===== config.mk =====
export PLATFORM = sky130hd
export DESIGN_NAME = spi_mem_decoder
export DESIGN_NICKNAME = d
export VERILOG_FILES = /design/src/spi_mem_pkg.sv /design/src/pin_sync.sv /design/src/spi_mem_decoder.sv
export SDC_FILE = /design/constraint.sdc
export NUM_CORES = 1
export LEC_CHECK = 0
export BUFFER_PORTS_ARGS = -buffer_cell sky130_fd_sc_hd__buf_2
export CORE_UTILIZATION = 55
export DETAILED_ROUTE_END_ITERATION = 7
export PLACE_DENSITY = 0.75
export SETUP_SLACK_MARGIN = 0.05
export SYNTH_ARGS = -nofsm -noshare
export SYNTH_HDL_FRONTEND = slang
export SYNTH_SLANG_ARGS = --single-unit

===== constraint.sdc =====
create_clock -name REF_CLK -period 6.4 [get_ports REF_CLK]
set_input_delay 1.28 -clock REF_CLK [delete_from_list [all_inputs] [get_ports REF_CLK]]
set_output_delay 1.28 -clock REF_CLK [all_outputs]
set_load 0.005 [all_outputs]

===== src/spi_mem_pkg.sv =====
// constants and types shared by the serial memory access decoder
// assumes one system clock domain; serial pins are synchronised inside the decoder
package spi_mem_pkg;

    // address and byte layout
    localparam int ADDR_W = 11;
    localparam int BYTE_W = 8;
    localparam int OPC_MSB = 7;
    localparam int OPC_LSB = 3;
    localparam int HI_MSB = 2;

    // upper five bits of the command byte
    localparam logic [4:0] OPC_BLOCK_WR = 5'h03;
    localparam logic [4:0] OPC_RAND_WR = 5'h01;
    localparam logic [4:0] OPC_BLOCK_RD = 5'h07;
    localparam logic [4:0] OPC_RAND_RD = 5'h05;

    // whole command bytes with a meaning of their own
    localparam logic [7:0] DUMMY_BYTE_CMD = 8'hff;
    localparam logic [7:0] PROG_RAM_CMD = 8'h1e;

    // status byte layout
    localparam int STAT_READY_POS = 7;
    localparam int STAT_IRQ_POS = 6;
    localparam int STAT_CMDRDY_POS = 5;
    localparam int STAT_STATE_MSB = 4;
    localparam logic [4:0] STATE_INIT = 5'h0f;

    // byte position within a frame, saturating after the first data byte
    localparam logic [1:0] IDX_CMD = 2'h0;
    localparam logic [1:0] IDX_ADDR = 2'h1;
    localparam logic [1:0] IDX_FIRST = 2'h2;
    localparam logic [1:0] IDX_MORE = 2'h3;
    localparam logic [2:0] BIT_FIRST = 3'h0;
    localparam logic [2:0] BIT_LAST = 3'h7;

    // synchroniser slots and their idle levels
    localparam int PIN_SCLK = 0;
    localparam int PIN_MOSI = 1;
    localparam int PIN_CS = 2;
    localparam int PIN_N = 3;
    localparam logic [2:0] PIN_IDLE = 3'h4;

    // reset values
    localparam logic [7:0] RST_BYTE = 8'h00;
    localparam logic [10:0] RST_ADDR = 11'h000;

    typedef enum logic [2:0] {
        OP_NONE,
        OP_IGNORE,
        OP_BLOCK_WR,
        OP_RAND_WR,
        OP_BLOCK_RD,
        OP_RAND_RD
    } op_t;

endpackage


===== src/pin_sync.sv =====
// three-stage synchroniser with agreement filter and edge pulses
// assumes pin is asynchronous to clk; level moves once stages 1 and 2 agree
`timescale 1ns/10ps
module pin_sync #(
    parameter logic RST_LEVEL = 1'b0
) (
    // clock and reset
    input wire logic clk,
    input wire logic rstn,
    // raw pin
    input wire logic pin,
    // filtered level and one-cycle edges
    output logic level,
    output logic rise,
    output logic fall
);

    typedef struct packed {
        logic [2:0] stage;
        logic level;
        logic rise;
        logic fall;
    } sync_t;

    localparam sync_t SYNC_RST = '{
        stage: {3{RST_LEVEL}},
        level: RST_LEVEL,
        rise: 1'b0,
        fall: 1'b0
    };

    sync_t cur_ff;
    sync_t nxt_st;

    // stage 0 is read only by stage 1
    always_comb begin
        nxt_st = cur_ff;
        nxt_st.stage = {cur_ff.stage[1:0], pin};
        nxt_st.rise = 1'b0;
        nxt_st.fall = 1'b0;
        if (cur_ff.stage[1] == cur_ff.stage[2]) begin
            nxt_st.level = cur_ff.stage[1];
            nxt_st.rise = cur_ff.stage[1] & ~cur_ff.level;
            nxt_st.fall = ~cur_ff.stage[1] & cur_ff.level;
        end
    end

    always_ff @(posedge clk or negedge rstn) begin
        if (!rstn) begin
            cur_ff <= SYNC_RST;
        end else begin
            cur_ff <= nxt_st;
        end
    end

    assign level = cur_ff.level;
    assign rise = cur_ff.rise;
    assign fall = cur_ff.fall;

endmodule


===== src/spi_mem_decoder.sv =====
// serial slave decoder for byte access to an 11-bit memory space
// assumes a memory beside it on REF_CLK with one cycle of read latency
// and serial clock idle low with rising edge first in each frame
//
// Behaviour
// - address is 11 bits; top three in command, low eight next byte
// - commands served in any state except initializing, radio independent
// - upper bits 00011 decode as block write, low bits give address top
// - block write stores each byte at incremented address until deselect
// - upper bits 00001 decode as random write, low bits give address top
// - random write alternates address and data within one 256 block
// - program RAM written only by block write command 0x1e
// - upper bits 00111 decode as block read, e.g. 0x38 and 0x3b
// - first dummy after block read address returns invalid data
// - block read advances address by one for each further dummy
// - upper bits 00101 decode as random read, e.g. 0x28, 0x29, 0x2b
// - random read returns first address data after second address byte
// - 0x08, 0x09, 0x0b are random write forms
// - byte 0xff is a no-operation with no memory action
// - interrupt output can follow the ready flag when enabled
// - a status byte goes out for every byte received unless read data waits
// - bytes are eight bits msb first, in on rise, out on fall
// - status bit 7 is ready flag, bits 4 to 0 processor state
`timescale 1ns/10ps
module spi_mem_decoder (
    // clock and reset
    input wire logic REF_CLK,
    input wire logic RSTN,
    // serial link pins
    input wire logic SCLK,
    input wire logic MOSI,
    input wire logic CS_N,
    output logic MISO,
    output logic MISO_OE_N,
    // memory port
    output logic [10:0] MEM_ADDR,
    output logic [7:0] MEM_WDATA,
    output logic MEM_WE,
    output logic MEM_RE,
    output logic MEM_PROG_SEL,
    input wire logic [7:0] MEM_RDATA,
    // status sources
    input wire logic SPI_READY,
    input wire logic IRQ_PENDING,
    input wire logic CMD_READY,
    input wire logic [4:0] PROCESSOR_STATE_FIELD,
    // interrupt
    input wire logic IRQ_ON_READY_EN,
    output logic GENERAL_IRQ_OUT
);

    typedef struct packed {
        spi_mem_pkg::op_t op;
        logic [2:0] hi_addr;
        logic [10:0] addr;
        logic [7:0] pend;
        logic [1:0] idx;
        logic phase;
        logic prog;
        logic [2:0] bitcnt;
        logic [7:0] rx_sh;
        logic [7:0] tx_sh;
        logic started;
        logic rd_wait;
        logic rd_valid;
        logic [7:0] rd_data;
        logic [10:0] mem_addr;
        logic [7:0] mem_wdata;
        logic mem_we;
        logic mem_re;
        logic irq;
        logic miso_oe_n;
    } dec_t;

    localparam dec_t DEC_RST = '{
        op: spi_mem_pkg::OP_NONE,
        hi_addr: 3'h0,
        addr: spi_mem_pkg::RST_ADDR,
        pend: spi_mem_pkg::RST_BYTE,
        idx: spi_mem_pkg::IDX_CMD,
        phase: 1'b0,
        prog: 1'b0,
        bitcnt: spi_mem_pkg::BIT_FIRST,
        rx_sh: spi_mem_pkg::RST_BYTE,
        tx_sh: spi_mem_pkg::RST_BYTE,
        started: 1'b0,
        rd_wait: 1'b0,
        rd_valid: 1'b0,
        rd_data: spi_mem_pkg::RST_BYTE,
        mem_addr: spi_mem_pkg::RST_ADDR,
        mem_wdata: spi_mem_pkg::RST_BYTE,
        mem_we: 1'b0,
        mem_re: 1'b0,
        irq: 1'b0,
        miso_oe_n: 1'b1
    };

    // status byte, sampled at the moment it is loaded for shifting
    function automatic logic [7:0] status_byte(
        input logic rdy,
        input logic irqp,
        input logic cmdr,
        input logic [4:0] st
    );
        logic [7:0] b;
        b = 8'h00;
        b[spi_mem_pkg::STAT_READY_POS] = rdy;
        b[spi_mem_pkg::STAT_IRQ_POS] = irqp;
        b[spi_mem_pkg::STAT_CMDRDY_POS] = cmdr;
        b[spi_mem_pkg::STAT_STATE_MSB:0] = st;
        return b;
    endfunction

    // command byte to operation; state is checked at the command byte only
    function automatic spi_mem_pkg::op_t cmd_decode(
        input logic [7:0] cmd,
        input logic [4:0] st
    );
        spi_mem_pkg::op_t o;
        o = spi_mem_pkg::OP_IGNORE;
        if (st == spi_mem_pkg::STATE_INIT) begin
            o = spi_mem_pkg::OP_IGNORE;
        end else if (cmd == spi_mem_pkg::DUMMY_BYTE_CMD) begin
            o = spi_mem_pkg::OP_IGNORE;
        end else begin
            case (cmd[spi_mem_pkg::OPC_MSB:spi_mem_pkg::OPC_LSB])
                spi_mem_pkg::OPC_BLOCK_WR: begin
                    o = spi_mem_pkg::OP_BLOCK_WR;
                end
                spi_mem_pkg::OPC_RAND_WR: begin
                    o = spi_mem_pkg::OP_RAND_WR;
                end
                spi_mem_pkg::OPC_BLOCK_RD: begin
                    o = spi_mem_pkg::OP_BLOCK_RD;
                end
                spi_mem_pkg::OPC_RAND_RD: begin
                    o = spi_mem_pkg::OP_RAND_RD;
                end
                default: begin
                    o = spi_mem_pkg::OP_IGNORE;
                end
            endcase
        end
        return o;
    endfunction

    logic [spi_mem_pkg::PIN_N-1:0] pin_raw;
    logic [spi_mem_pkg::PIN_N-1:0] pin_lvl;
    logic [spi_mem_pkg::PIN_N-1:0] pin_rise;
    logic [spi_mem_pkg::PIN_N-1:0] pin_fall;

    assign pin_raw = {CS_N, MOSI, SCLK};

    // all three pins share the same latency, so mosi lines up with sclk
    genvar g;
    for (g = 0; g < spi_mem_pkg::PIN_N; g++) begin : g_sync
        pin_sync #(
            .RST_LEVEL(spi_mem_pkg::PIN_IDLE[g])
        ) u_sync (
            .clk(REF_CLK),
            .rstn(RSTN),
            .pin(pin_raw[g]),
            .level(pin_lvl[g]),
            .rise(pin_rise[g]),
            .fall(pin_fall[g])
        );
    end

    dec_t cur_ff;
    dec_t nxt_st;

    logic sclk_rise;
    logic sclk_fall;
    logic mosi_lvl;
    logic cs_n_lvl;
    logic cs_n_fall;

    assign sclk_rise = pin_rise[spi_mem_pkg::PIN_SCLK];
    assign sclk_fall = pin_fall[spi_mem_pkg::PIN_SCLK];
    assign mosi_lvl = pin_lvl[spi_mem_pkg::PIN_MOSI];
    assign cs_n_lvl = pin_lvl[spi_mem_pkg::PIN_CS];
    assign cs_n_fall = pin_fall[spi_mem_pkg::PIN_CS];

    always_comb begin
        logic [7:0] rx_byte;
        logic [10:0] rnd_addr;
        rx_byte = 8'h00;
        rnd_addr = 11'h000;
        nxt_st = cur_ff;
        nxt_st.mem_we = 1'b0;
        nxt_st.mem_re = 1'b0;
        nxt_st.rd_wait = cur_ff.mem_re;
        nxt_st.irq = IRQ_ON_READY_EN & SPI_READY;
        nxt_st.miso_oe_n = cs_n_lvl;

        if (cs_n_fall) begin
            // msb of status shows before any clock edge
            nxt_st.tx_sh = status_byte(SPI_READY, IRQ_PENDING, CMD_READY,
                PROCESSOR_STATE_FIELD);
            nxt_st.op = spi_mem_pkg::OP_NONE;
            nxt_st.idx = spi_mem_pkg::IDX_CMD;
            nxt_st.bitcnt = spi_mem_pkg::BIT_FIRST;
            nxt_st.phase = 1'b0;
            nxt_st.prog = 1'b0;
            nxt_st.started = 1'b0;
            nxt_st.rd_valid = 1'b0;
        end else if (cs_n_lvl) begin
            // deselect drops any partial byte and ends the command
            nxt_st.op = spi_mem_pkg::OP_NONE;
            nxt_st.idx = spi_mem_pkg::IDX_CMD;
            nxt_st.bitcnt = spi_mem_pkg::BIT_FIRST;
            nxt_st.prog = 1'b0;
            nxt_st.started = 1'b0;
            nxt_st.rd_valid = 1'b0;
        end else begin
            if (sclk_rise) begin
                rx_byte = {cur_ff.rx_sh[6:0], mosi_lvl};
                nxt_st.rx_sh = rx_byte;
                nxt_st.bitcnt = cur_ff.bitcnt + 3'h1;
                nxt_st.started = 1'b1;
                rnd_addr = {cur_ff.hi_addr, cur_ff.pend};
                if (cur_ff.bitcnt == spi_mem_pkg::BIT_LAST) begin
                    if (cur_ff.idx != spi_mem_pkg::IDX_MORE) begin
                        nxt_st.idx = cur_ff.idx + 2'h1;
                    end
                    if (cur_ff.idx == spi_mem_pkg::IDX_CMD) begin
                        nxt_st.op = cmd_decode(rx_byte,
                            PROCESSOR_STATE_FIELD);
                        nxt_st.hi_addr = rx_byte[spi_mem_pkg::HI_MSB:0];
                        nxt_st.prog =
                            (rx_byte == spi_mem_pkg::PROG_RAM_CMD);
                        nxt_st.phase = 1'b0;
                    end else begin
                        case (cur_ff.op)
                            spi_mem_pkg::OP_BLOCK_WR: begin
                                if (cur_ff.idx == spi_mem_pkg::IDX_ADDR) begin
                                    nxt_st.addr = {cur_ff.hi_addr, rx_byte};
                                end else begin
                                    nxt_st.mem_addr = cur_ff.addr;
                                    nxt_st.mem_wdata = rx_byte;
                                    nxt_st.mem_we = 1'b1;
                                    // wraps at the top of the space
                                    nxt_st.addr = cur_ff.addr + 11'h001;
                                end
                            end
                            spi_mem_pkg::OP_RAND_WR: begin
                                if (!cur_ff.phase) begin
                                    nxt_st.pend = rx_byte;
                                    nxt_st.phase = 1'b1;
                                end else begin
                                    nxt_st.mem_addr = rnd_addr;
                                    nxt_st.mem_wdata = rx_byte;
                                    nxt_st.mem_we = 1'b1;
                                    nxt_st.phase = 1'b0;
                                end
                            end
                            spi_mem_pkg::OP_BLOCK_RD: begin
                                if (cur_ff.idx == spi_mem_pkg::IDX_ADDR) begin
                                    nxt_st.addr = {cur_ff.hi_addr, rx_byte};
                                end else begin
                                    // first dummy already carried status
                                    nxt_st.mem_addr = cur_ff.addr;
                                    nxt_st.mem_re = 1'b1;
                                    nxt_st.addr = cur_ff.addr + 11'h1;
                                end
                            end
                            spi_mem_pkg::OP_RAND_RD: begin
                                // read lags the address stream by one byte
                                if (cur_ff.idx != spi_mem_pkg::IDX_ADDR) begin
                                    nxt_st.mem_addr = rnd_addr;
                                    nxt_st.mem_re = 1'b1;
                                end
                                nxt_st.pend = rx_byte;
                            end
                            default: begin
                                nxt_st.mem_we = 1'b0;
                            end
                        endcase
                    end
                end
            end
            if (sclk_fall && cur_ff.started) begin
                if (cur_ff.bitcnt == spi_mem_pkg::BIT_FIRST) begin
                    if (cur_ff.rd_valid) begin
                        nxt_st.tx_sh = cur_ff.rd_data;
                    end else begin
                        nxt_st.tx_sh = status_byte(SPI_READY, IRQ_PENDING,
                            CMD_READY, PROCESSOR_STATE_FIELD);
                    end
                    nxt_st.rd_valid = 1'b0;
                end else begin
                    nxt_st.tx_sh = {cur_ff.tx_sh[6:0], 1'b0};
                end
            end
        end

        // capture after any load so a fresh read is never dropped
        if (cur_ff.rd_wait && !cs_n_lvl) begin
            nxt_st.rd_data = MEM_RDATA;
            nxt_st.rd_valid = 1'b1;
        end
    end

    always_ff @(posedge REF_CLK or negedge RSTN) begin
        if (!RSTN) begin
            cur_ff <= DEC_RST;
        end else begin
            cur_ff <= nxt_st;
        end
    end

    assign MISO = cur_ff.tx_sh[7];
    assign MISO_OE_N = cur_ff.miso_oe_n;
    assign MEM_ADDR = cur_ff.mem_addr;
    assign MEM_WDATA = cur_ff.mem_wdata;
    assign MEM_WE = cur_ff.mem_we;
    assign MEM_RE = cur_ff.mem_re;
    assign MEM_PROG_SEL = cur_ff.prog;
    assign GENERAL_IRQ_OUT = cur_ff.irq;

endmodule


After elaboration in Yosys (flattened, before gate mapping). Cells that the tools add are included.

Word-level logic and storage cells: 147. Register bits after elaboration: 97.

Reductions and logical operators: 30. Muxes and demuxes: 51. Bitwise logic cells: 10. Equal/unequal tests: 24. $add $sub $neg: 3.

Operators with widths (number): $mux 11 (4); $pmux 11 s4 (1); $mux 20 (2); $mux 40 (1); $mux 8 (5); $pmux 8 s2 (2); $mux 29 (1); $mux 19 (1); $mux 9 (2); $mux 2 (8); $reduce_bool 3->1 (5); $mux 1 (14); $ne 2x2->1 const B (7); $mux 3 (4); $pmux 3 s4 (1); $reduce_bool 4->1 (3); $add 11x1->11 const B (1); $eq 5x3->1 const B (2); $reduce_and 10->1 (1); $reduce_bool 2->1 (5); $eq 3x3->1 const B (3); $reduce_and 3->1 (3); $eq 8x5->1 const B (1); $eq 8x8->1 const B (1); 26 further kinds (40).

Longest topological paths before layout. Gate-level depths: netlist of run 1.

Depth after elaboration: 9. Mapped depth: 8.

By module. From an unflattened synthesis of run 1, not the netlist that was laid out.

Cells, all modules: 392. Area total of the unflattened synthesis: 4485.6 um^2.

Modules (own cells, without submodules): spi_mem_decoder (area each 3943.8 um^2, times used 1, sequential area each 2028.2 um^2, cells an instance 365); pin_sync (g_sync[0].u_sync ...) (area each 178.9 um^2, times used 2, sequential area each 150.1 um^2, cells an instance 9); pin_sync (g_sync[2].u_sync) (area each 183.9 um^2, times used 1, sequential area each 155.1 um^2, cells an instance 9).

Least setup slack after synthesis of run 1. Ideal clock, no wire load.

Path type: register to register. Start point: register cur_ff[50] (netlist bit). End point: register cur_ff[73] (netlist bit). Stages on the path, launching flop included: 8. Path buffers: 1. Library setup time: 69 ps. Data arrival time: 2023 ps. Period minus slack after synthesis: 2092 ps. Slack: 4308 ps. Cell sequence: dfrtp_1 > ha_1 > ha_1 > nand4bb_4 > or4_4 > buf_6 > or4_1 > nand3_1.

Cells in the longest elaborated chain, start to end: 2.

Ends and longest elaborated chain: from (decl) (RTL line spi_mem_decoder.sv:169) `dec_t cur_ff;`; from (signal assigned) (RTL line spi_mem_decoder.sv:308) `cur_ff <= nxt_st;`; $eq 3x3->1 (RTL line spi_mem_decoder.sv:222) `if (cur_ff.bitcnt == spi_mem_pkg::BIT_LAST) begin`; $reduce_and 6->1 (no source line).

No other way between the ends. A chain may end at the register's enable or synchronous reset.

Worst setup path after layout of run 1.
Start point: register cur_ff[56] (netlist bit). End point: register cur_ff, in the netlist MEM_ADDR[3].

Cells in the longest elaborated chain, start to end: 3.

Ends and longest elaborated chain: $ne 2x1->1, or another cell as far along (RTL line spi_mem_decoder.sv:269) `if (cur_ff.idx != spi_mem_pkg::IDX_ADDR) begin`; $ne 2x2->1 (no source line) or $not 1->1 (tied branches); $reduce_and 10->1 (no source line) *.

Every way passes the cells marked *; elsewhere a longest branch is shown, timed or not.

==> flow_metrics.env, run 1 <==
export IMPL_vdd_ir_drop_worst_mv=0.156
export IMPL_postCtsHoldBufs=0
export IMPL_wirelength_mm=8.85
export IMPL_fillers=627
export IMPL_io_pins=47
export IMPL_cpLargestDelayFamily="compound AO/OA/AOI/OAI gates"
export IMPL_grt_pass1_vias=3055
export IMPL_start_util=0.574
export IMPL_vias_per_cell=5.85
export IMPL_cts_setup_buffers=0
export IMPL_tightestPinTransition_ns=1.32
export IMPL_clk_pin_slew_ns=0.09
export IMPL_fin_tns_setup_ns=0
export IMPL_status="finished, final reports clean"
export IMPL_worstSkewPairLatency_ns=0.37
export IMPL_fin_crit_sh=0.498
export IMPL_drive_gt1_frac=0.280
export IMPL_fin_skew_ns=0.0122
export IMPL_required_ns=6.65
export IMPL_power_density_nw_per_um2=255
export IMPL_start_kind="flop"
export IMPL_rsz0062_at_grt="false"
export IMPL_grt_pass1_wl_mm=15.1
export IMPL_drv_slew=0
export IMPL_power_leakage_uw=0.00226
export IMPL_fin_nets=446
export IMPL_slew_limit_headroom=0.111
export IMPL_place_hpwl_mm=6.06
export IMPL_wl_per_cell_um=16.9
export IMPL_cts_buffer_depth=2
export IMPL_synthesis_nets=426
export IMPL_yosysWarnings=0
export IMPL_syn_area_um2=4480
export IMPL_coreArea_um2=7810
export IMPL_crit_buf_inv=2
export IMPL_row_count=32
export IMPL_setup_violations=0
export IMPL_synth_edff_count=0
export IMPL_crit_path_cell_trace="inv_1, ha_1, inv_1, a21boi_0, o2bb2ai_1, mux2_2"
export IMPL_die_h_um=92.3
export IMPL_crit_type="flop to flop"
export IMPL_ys_ff_latch=96
export IMPL_overflow=0
export IMPL_hold_violations=0
export IMPL_grtUsageTotal=0.229
export IMPL_ant_nets=0
export IMPL_worstSetupEndpointType="flop"
export IMPL_port_buffers=46
export IMPL_place_inst=508
export IMPL_cts_inserted_buffers=9
export IMPL_synth_area_per_cell_um2=11.3
export IMPL_netlist_instances=397
export IMPL_cp_arrival_ns=3.44
export IMPL_numClockSinks=96
export IMPL_yosysSeqAreaShare=0.537
export IMPL_yosysUniqueCellTypes=51
export IMPL_fin_util=0.624
export IMPL_cts_tree="yes"
export IMPL_vias=3063
export IMPL_fmax_mhz=314
export IMPL_grt_max_degree=63
export IMPL_slowest_stage="a21boi_0"
export IMPL_fp_dieW_um=92.3
export IMPL_slowest_delay_ns=1.10
export IMPL_min_path_type="flop to flop"
export IMPL_root_buffer="clkbuf_8"
export IMPL_ctsResizeCount=0
export IMPL_antenna_found_initial=0
export IMPL_die_area_um2=8520
export IMPL_synth_flop_cell="dfrtp_1"
export IMPL_fin_crit_ns=3.19
export IMPL_multiInputGateArea_um2=1790
export IMPL_place_congestion=0.898
export IMPL_cts_htree_levels=3
export IMPL_drt_iter0_markers=223
export IMPL_post_layout_nonfiller_instances=524
export IMPL_register_area_um2=2410
export IMPL_final_area_um2=4870
export IMPL_async_flop_share=1.00
export IMPL_drv_cap=0
export IMPL_crit_path_frequent_cell="inv_1"
export IMPL_antenna_cells=0
export IMPL_critical_path_max_fanout=24
export IMPL_postPlaceCellArea_um2=4630
export IMPL_area_growth_pct=8.60
export IMPL_route_detailed_drc=0
export IMPL_first_pass_iters=4
-- synth_stat cells, drive strengths merged, types with 2 or more instances --
master   number  share of area
dfrtp        91           0.51
mux2         43           0.11
buf          24          0.039
nand3        24          0.027
nand2        21          0.018
nor2         21          0.018
o21ai        18          0.020
clkbuf       15          0.013
inv          14          0.012
a21oi        12          0.013
o2bb2ai      12          0.023
nor3          9          0.010
ha            7          0.020
o22a          7          0.014
o22ai         7         0.0098
nand2b        6         0.0084
dfstp         5          0.029
nor4          5         0.0070
a22oi         4         0.0067
nor3b         4         0.0067
and2          3         0.0042
and3          3         0.0042
maj3          3         0.0067
mux2i         3         0.0067
nor2b         3         0.0042
or2           3         0.0042
xnor2         3         0.0059
a22o          2         0.0039
a32oi         2         0.0039
nand3b        2         0.0033
nand4         2         0.0028
o32ai         2         0.0039
or4           2         0.0042
-- logic make-up after synthesis --
group	synth area share
adder cells (fa/ha/maj)	0.0262
flip-flops	0.537
AO/OA/AOI/OAI	0.118
buffers and inverters	0.0636
XOR/XNOR	0.00586
AND/OR/NAND/NOR	0.134
multiplexers	0.115
-- routing by layer --
metal / share of wire / GRT usage
met1: 0.47 / 0.324
met2: 0.47 / 0.353
met3: 0.048 / 0.0498
met4: 0.0084 / 0.0716
met5: 0 / 0
-- flip-flops by register name, summed over array words and instances, names as in the netlist, 2 cells and up --
name	flops
cur_ff	56
MEM_ADDR	11
g_sync.u_sync.cur_ff	9
g_sync.u_sync.fall	2
MEM_WDATA	8
g_sync.u_sync.level	3
-- layout make-up --
type                            count  share of cell area
Clock buffer                       10              0.0262
Clock inverter                      6              0.0236
Inverter                           14              0.0108
Multi-Input combinational cell    248               0.368
Sequential cell                    96               0.495
Tap cell                          102              0.0262
Timing Repair Buffer               48              0.0509
-- stage by stage --
stage	power [uW]	setup slack [ns]	hold slack [ns]
final	1240	3.21	0.359
after global routing	1290	2.89	0.362
after CTS	1250	3.21	0.361
after detailed placement	779	3.24	0.336
after global placement	775	3.50	0.337
after floorplan	728	4.31	0.331
-- path summary, 6_finish.rpt --
kind / to / slack [ns] / cells past startpoint / startpoint
setup / recovery: MEM_ADDR[3] / 3.21 / 6 / cur_ff[56]
hold / removal: g_sync[2].u_sync.cur_ff[4] / 0.36 / 0 / g_sync[2].u_sync.cur_ff[3]
setup reg to reg: MEM_ADDR[3] / 3.21 / 6 / cur_ff[56]
hold reg to reg: g_sync[2].u_sync.cur_ff[4] / 0.36 / 0 / g_sync[2].u_sync.cur_ff[3]
max in group asynchronous: cur_ff[81] / 4.46 / 2 / RSTN
min in group asynchronous: cur_ff[70] / 0.85 / 1 / RSTN
-- cell usage in the layout (no fill, tap or decap), drive strengths merged, types with 3 or more instances in the layout --
cell,n
a21oi,12
a22oi,4
and2,3
and3,3
buf,48
bufinv,3
clkbuf,10
dfrtp,91
dfstp,5
ha,7
inv,15
maj3,3
mux2,43
mux2i,3
nand2,21
nand2b,6
nand3,24
nor2,21
nor2b,3
nor3,9
nor3b,4
nor4,5
o21ai,18
o22a,7
o22ai,7
o2bb2ai,12
or2,3
xnor2,3
-- report_power, final --
part	internal, uW	total, uW	leakage [uW]	switching [uW]
Clock	262	475	0.000117	213
Combinational	36.2	75.4	0.000869	39.2
Sequential	642	692	0.00128	49.9
Note: power is estimated with default switching activity, not from simulation.
==> run 2, diff against run 1 <==
Settings changed: CORE_UTILIZATION 55 to 53, PLACE_DENSITY 0.75 to 0.76.
Clock period 6.4 ns to 2.8 ns, I/O delays scaled along.
==> flow_metrics.env, run 2 (synthesis gave the netlist of run 1 again) <==
export IMPL_cts_inserted_buffers=9
export IMPL_power_frac_comb=0.071
export IMPL_route_detailed_drc=0
export IMPL_slew_limit_headroom=0.121
export IMPL_gr_usage_met1=0.288
export IMPL_io_pins=47
export IMPL_wl_per_cell_um=16.4
export IMPL_row_count=33
export IMPL_seqPwrFrac=0.616
export IMPL_met2_usage=0.348
export IMPL_ctsResizeCount=0
export IMPL_mostFrequentLayoutCell="dfrtp_1"
export IMPL_vdd_ir_drop_worst_mv=0.298
export IMPL_critical_path_max_fanout=19
export IMPL_grtUsageTotal=0.218
export IMPL_die_h_um=94.0
export IMPL_antenna_found_initial=0
export IMPL_rr_startpoint="cur_ff[50]"
export IMPL_first_pass_iters=5
export IMPL_critPathLaunch="cur_ff[50]"
export IMPL_hold_violations=0
export IMPL_grt_max_degree=50
export IMPL_p_int_uw=1880
export IMPL_numClockSinks=96
export IMPL_drv_cap=0
export IMPL_drv_slew=0
export IMPL_tightestPinTransition_ns=1.30
export IMPL_whs_ns=0.203
export IMPL_fmax_mhz=448
export IMPL_regMostFlops="cur_ff"
export IMPL_wirelength_mm=8.71
export IMPL_worstSetupEndpointType="flop"
export IMPL_crit_type="flop to flop"
export IMPL_largest_reg_flops=56
export IMPL_min_path_type="input port to async pin"
export IMPL_postCtsHoldBufs=0
export IMPL_worstSkewPairLatency_ns=0.37
export IMPL_coreArea_um2=8220
export IMPL_fin_nets=452
export IMPL_vias=3088
export IMPL_cp_arrival_ns=2.54
export IMPL_rsz0062_at_grt="false"
export IMPL_drt_iter0_markers=155
export IMPL_start_util=0.546
export IMPL_power_density_nw_per_um2=528
export IMPL_vias_per_cell=5.80
export IMPL_cts_setup_buffers=0
export IMPL_final_cell_mix="dfrtp_1, buf_2, mux2_2"
export IMPL_clk_pin_slew_ns=0.09
export IMPL_root_buffer="clkbuf_8"
export IMPL_fin_skew_ns=0.00837
export IMPL_start_kind="flop"
export IMPL_place_hpwl_mm=6.03
export IMPL_port_buffers=46
export IMPL_cts_htree_levels=3
export IMPL_setup_violations=0
export IMPL_grt_pass1_vias=3096
export IMPL_cts_buffer_depth=2
export IMPL_ant_nets=0
export IMPL_fin_crit_ns=2.23
export IMPL_fin_tns_setup_ns=0
export IMPL_power_leakage_uw=0.00225
export IMPL_use_met3=0.0413
export IMPL_drive_gt1_frac=0.286
export IMPL_area_growth_pct=8.18
export IMPL_place_congestion=0.838
export IMPL_power_net_switching_uw=680
export IMPL_status="finished, final reports clean"
export IMPL_die_area_um2=8830
export IMPL_fin_crit_sh=0.798
export IMPL_required_ns=3.10
export IMPL_antenna_cells=0
export IMPL_cts_tree="yes"
export IMPL_grt_pass1_wl_mm=14.7
export IMPL_overflow=0
export IMPL_pwr_share_clk=0.313
export IMPL_busiest_layer="met2"
export IMPL_fp_dieW_um=94.0
export IMPL_switching_share=0.266
-- run 2: worst max-delay path, cell delays in order (launching register included) --
cell,delay [ns]
dfrtp_1,0.39
ha_1,0.16
ha_1,0.25
nand4bb_4,0.15
or4_4,0.63
or4_1,0.50
nand3_1,0.09
-- run 2: layout make-up --
cell class	count	area, um2
fillers	695	3370
flip-flops and latches	96	2410
multi-input cells	248	1790
repair buffers	54	305
clock buffers	11	131
well taps	105	131
inverters	14	52.6
clock inverters	4	31.3
-- run 2: path summary, 6_finish.rpt --
check                      slack, ns  cells after the start                    endpoint
min                             0.20                      1                  cur_ff[71]
min in group REF_CLK            0.29                      1  g_sync[2].u_sync.cur_ff[3]
max reg2reg                     0.57                      6                  cur_ff[73]
max                             0.57                      6                  cur_ff[73]
max in group asynchronous       1.90                      2                  cur_ff[27]
min reg2reg                     0.36                      0  g_sync[1].u_sync.cur_ff[4]
-- run 2: through the flow --
stage	instances	utilization	area [um2]	setup WS, ns	power, uW
6_report	532	0.590	4850	0.566	2560
4_1_cts	532	0.590	4850	0.569	2580
3_3_place_gp	517	0.570	4690	0.651	1780
2_1_floorplan	397	-	4480	0.708	1660
5_1_grt	532	0.590	4850	0.449	2670
3_5_place_dp	517	0.570	4690	0.595	1790
-- run 2: power by group through the flow --
stage / Combinational (uW) / Sequential, uW / Clock [uW]
CTS: 185 / 1580 / 815
global route: 206 / 1590 / 870
detailed placement: 184 / 1600 / 0
floorplan: 112 / 1550 / 0
global placement: 177 / 1600 / 0
finish: 182 / 1580 / 800
-- run 2: routing by layer --
metal	routed length (um)	vias up	share of wire
li1	-	1463	-
met1	3880	1544	0.45
met2	4310	70	0.49
met3	403	11	0.046
met4	118	0	0.014
met5	0	-	0
==> run 3, diff against run 2 <==
Settings changed: CORE_UTILIZATION 53 to 55, PLACE_DENSITY 0.76 to 0.75.
Clock period 2.8 ns to 2.23 ns, I/O delays scaled along.
==> flow_metrics.env, run 3 (synthesis gave the netlist of run 1 again) <==
export IMPL_min_delay_start="CS_N"
export IMPL_place_inst=521
export IMPL_timing_final_ws_setup_ns=0.116
export IMPL_fin_tns_setup_ns=0
export IMPL_rsz0062_at_grt="false"
export IMPL_grt_max_degree=59
export IMPL_fmax_mhz=473
export IMPL_fp_dieW_um=92.3
export IMPL_cpLargestDelayFamily="simple AND/OR/NAND/NOR gates"
export IMPL_overflow=0
export IMPL_crit_type="flop to flop"
export IMPL_fin_crit_ns=2.11
export IMPL_vdd_ir_drop_worst_mv=0.535
export IMPL_drv_cap=0
export IMPL_power_leakage_uw=0.00233
export IMPL_critical_path_max_fanout=6
export IMPL_power_density_nw_per_um2=670
export IMPL_slowest_delay_ns=0.56
export IMPL_slowest_stage="or4_4"
export IMPL_place_congestion=0.834
export IMPL_seqPwrFrac=0.589
export IMPL_fin_nets=463
export IMPL_drv_slew=0
export IMPL_io_pins=47
export IMPL_slew_limit_headroom=0.445
export IMPL_grt_pass1_vias=3068
export IMPL_start_kind="flop"
export IMPL_final_cell_mix="dfrtp_1, buf_2, mux2_2"
export IMPL_vias=3078
export IMPL_regMostFlops="cur_ff"
export IMPL_cts_tree="yes"
export IMPL_pre_cts_ws_ns=0.0586
export IMPL_post_layout_nonfiller_instances=541
export IMPL_clk_pin_slew_ns=0.09
export IMPL_fin_skew_ns=0.0143
export IMPL_cts_buffer_depth=2
export IMPL_first_pass_iters=4
export IMPL_row_count=32
export IMPL_switching_share=0.256
export IMPL_wl_per_cell_um=16.3
export IMPL_cts_htree_levels=3
export IMPL_tightestPinTransition_ns=0.828
export IMPL_grt_pass1_wl_mm=15.0
export IMPL_port_buffers=46
export IMPL_vias_per_cell=5.69
export IMPL_crit_buf_inv=0
export IMPL_cts_inserted_buffers=9
export IMPL_status="finished, final reports clean"
export IMPL_drive_gt1_frac=0.308
export IMPL_crit_path_cell_trace="ha_1, ha_4, nand4bb_4, or4_4, or4_1, nand3_1"
export IMPL_largest_reg_flops=56
export IMPL_grtUsageTotal=0.228
export IMPL_power_frac_comb=0.073
export IMPL_die_h_um=92.3
export IMPL_drt_iter0_markers=335
export IMPL_cp_arrival_ns=2.40
export IMPL_hold_violations=0
export IMPL_setup_violations=0
export IMPL_required_ns=2.51
export IMPL_rr_startpoint="cur_ff[51]"
export IMPL_coreArea_um2=7810
export IMPL_start_util=0.574
export IMPL_wirelength_mm=8.83
export IMPL_numClockSinks=96
export IMPL_fin_crit_sh=0.948
export IMPL_min_path_type="input port to flop"
export IMPL_antenna_found_initial=0
export IMPL_ant_nets=0
export IMPL_critPathLaunch="cur_ff[51]"
export IMPL_power_net_switching_uw=858
export IMPL_pwr_share_clk=0.338
export IMPL_area_growth_pct=11.3
export IMPL_die_area_um2=8520
export IMPL_worstSkewPairLatency_ns=0.36
export IMPL_root_buffer="clkbuf_8"
export IMPL_place_hpwl_mm=6.20
export IMPL_p_int_uw=2490
export IMPL_route_detailed_drc=0
export IMPL_worstSetupEndpointType="flop"
export IMPL_antenna_cells=0
export IMPL_mostFrequentLayoutCell="dfrtp_1"
[run 3: per-stage QoR]
step	hold WS [ns]	instance area [um2]	utilization	power, uW
6_report	0.188	4990	0.639	3350
5_1_grt	0.159	4990	0.639	3490
4_1_cts	0.171	4970	0.637	3370
3_5_place_dp	0.335	4740	0.607	2250
3_3_place_gp	0.331	4740	0.607	2240
2_1_floorplan	0.150	4480	-	2090
[run 3: layer usage]
layer,share of wire,track usage,vias to the layer above
li1,-,-,1482
met1,0.46,0.323,1526
met2,0.48,0.365,63
met3,0.050,0.0415,7
met4,0.011,0.0586,0
met5,0,0,-
[run 3: final timing paths]
kind	endpoint	slack, ns	cells after the start
worst min register to register	g_sync[1].u_sync.cur_ff[4]	0.36	0
min in group asynchronous	cur_ff[30]	0.48	2
worst min-delay path	g_sync[2].u_sync.cur_ff[3]	0.19	1
worst max-delay path	cur_ff[73]	0.12	6
max in group asynchronous	g_sync[2].u_sync.cur_ff[5]	1.13	3
worst max register to register	cur_ff[73]	0.12	6
[run 3: final cells by class]
class	instances	area [um2]
multi-input combinational	248	1800
clock buffer	10	128
sequential	96	2410
inverter	14	52.6
clock inverter	6	68.8
tap	102	128
timing repair buffer	65	403
fill	626	2820
[run 3: power by group through the flow]
stage	logic [uW]	registers [uW]	clock network, uW
final	245	1970	1130
after global routing	275	1990	1220
after CTS	247	1970	1150
after detailed placement	244	2000	0
after global placement	237	2000	0
after floorplan	140	1950	0
[run 3: worst reg2reg max path, delay by kind of cell (launching register included)]
family | cells | cell delay [ns]
adders and majority gates | 2 | 0.38
DFF | 1 | 0.39
and+or+nand+nor | 4 | 1.27
[run 3: repair_timing]
item / CTS / global route
setup buffers: 2 / 1
hold buffers: 1 / 0
endpoints found under the setup margin: 1 / 24
pin swaps: 1 / 1
gates resized for setup: 0 / 3
cloned: 0 / 0
endpoints found under the hold margin: 15 / 0
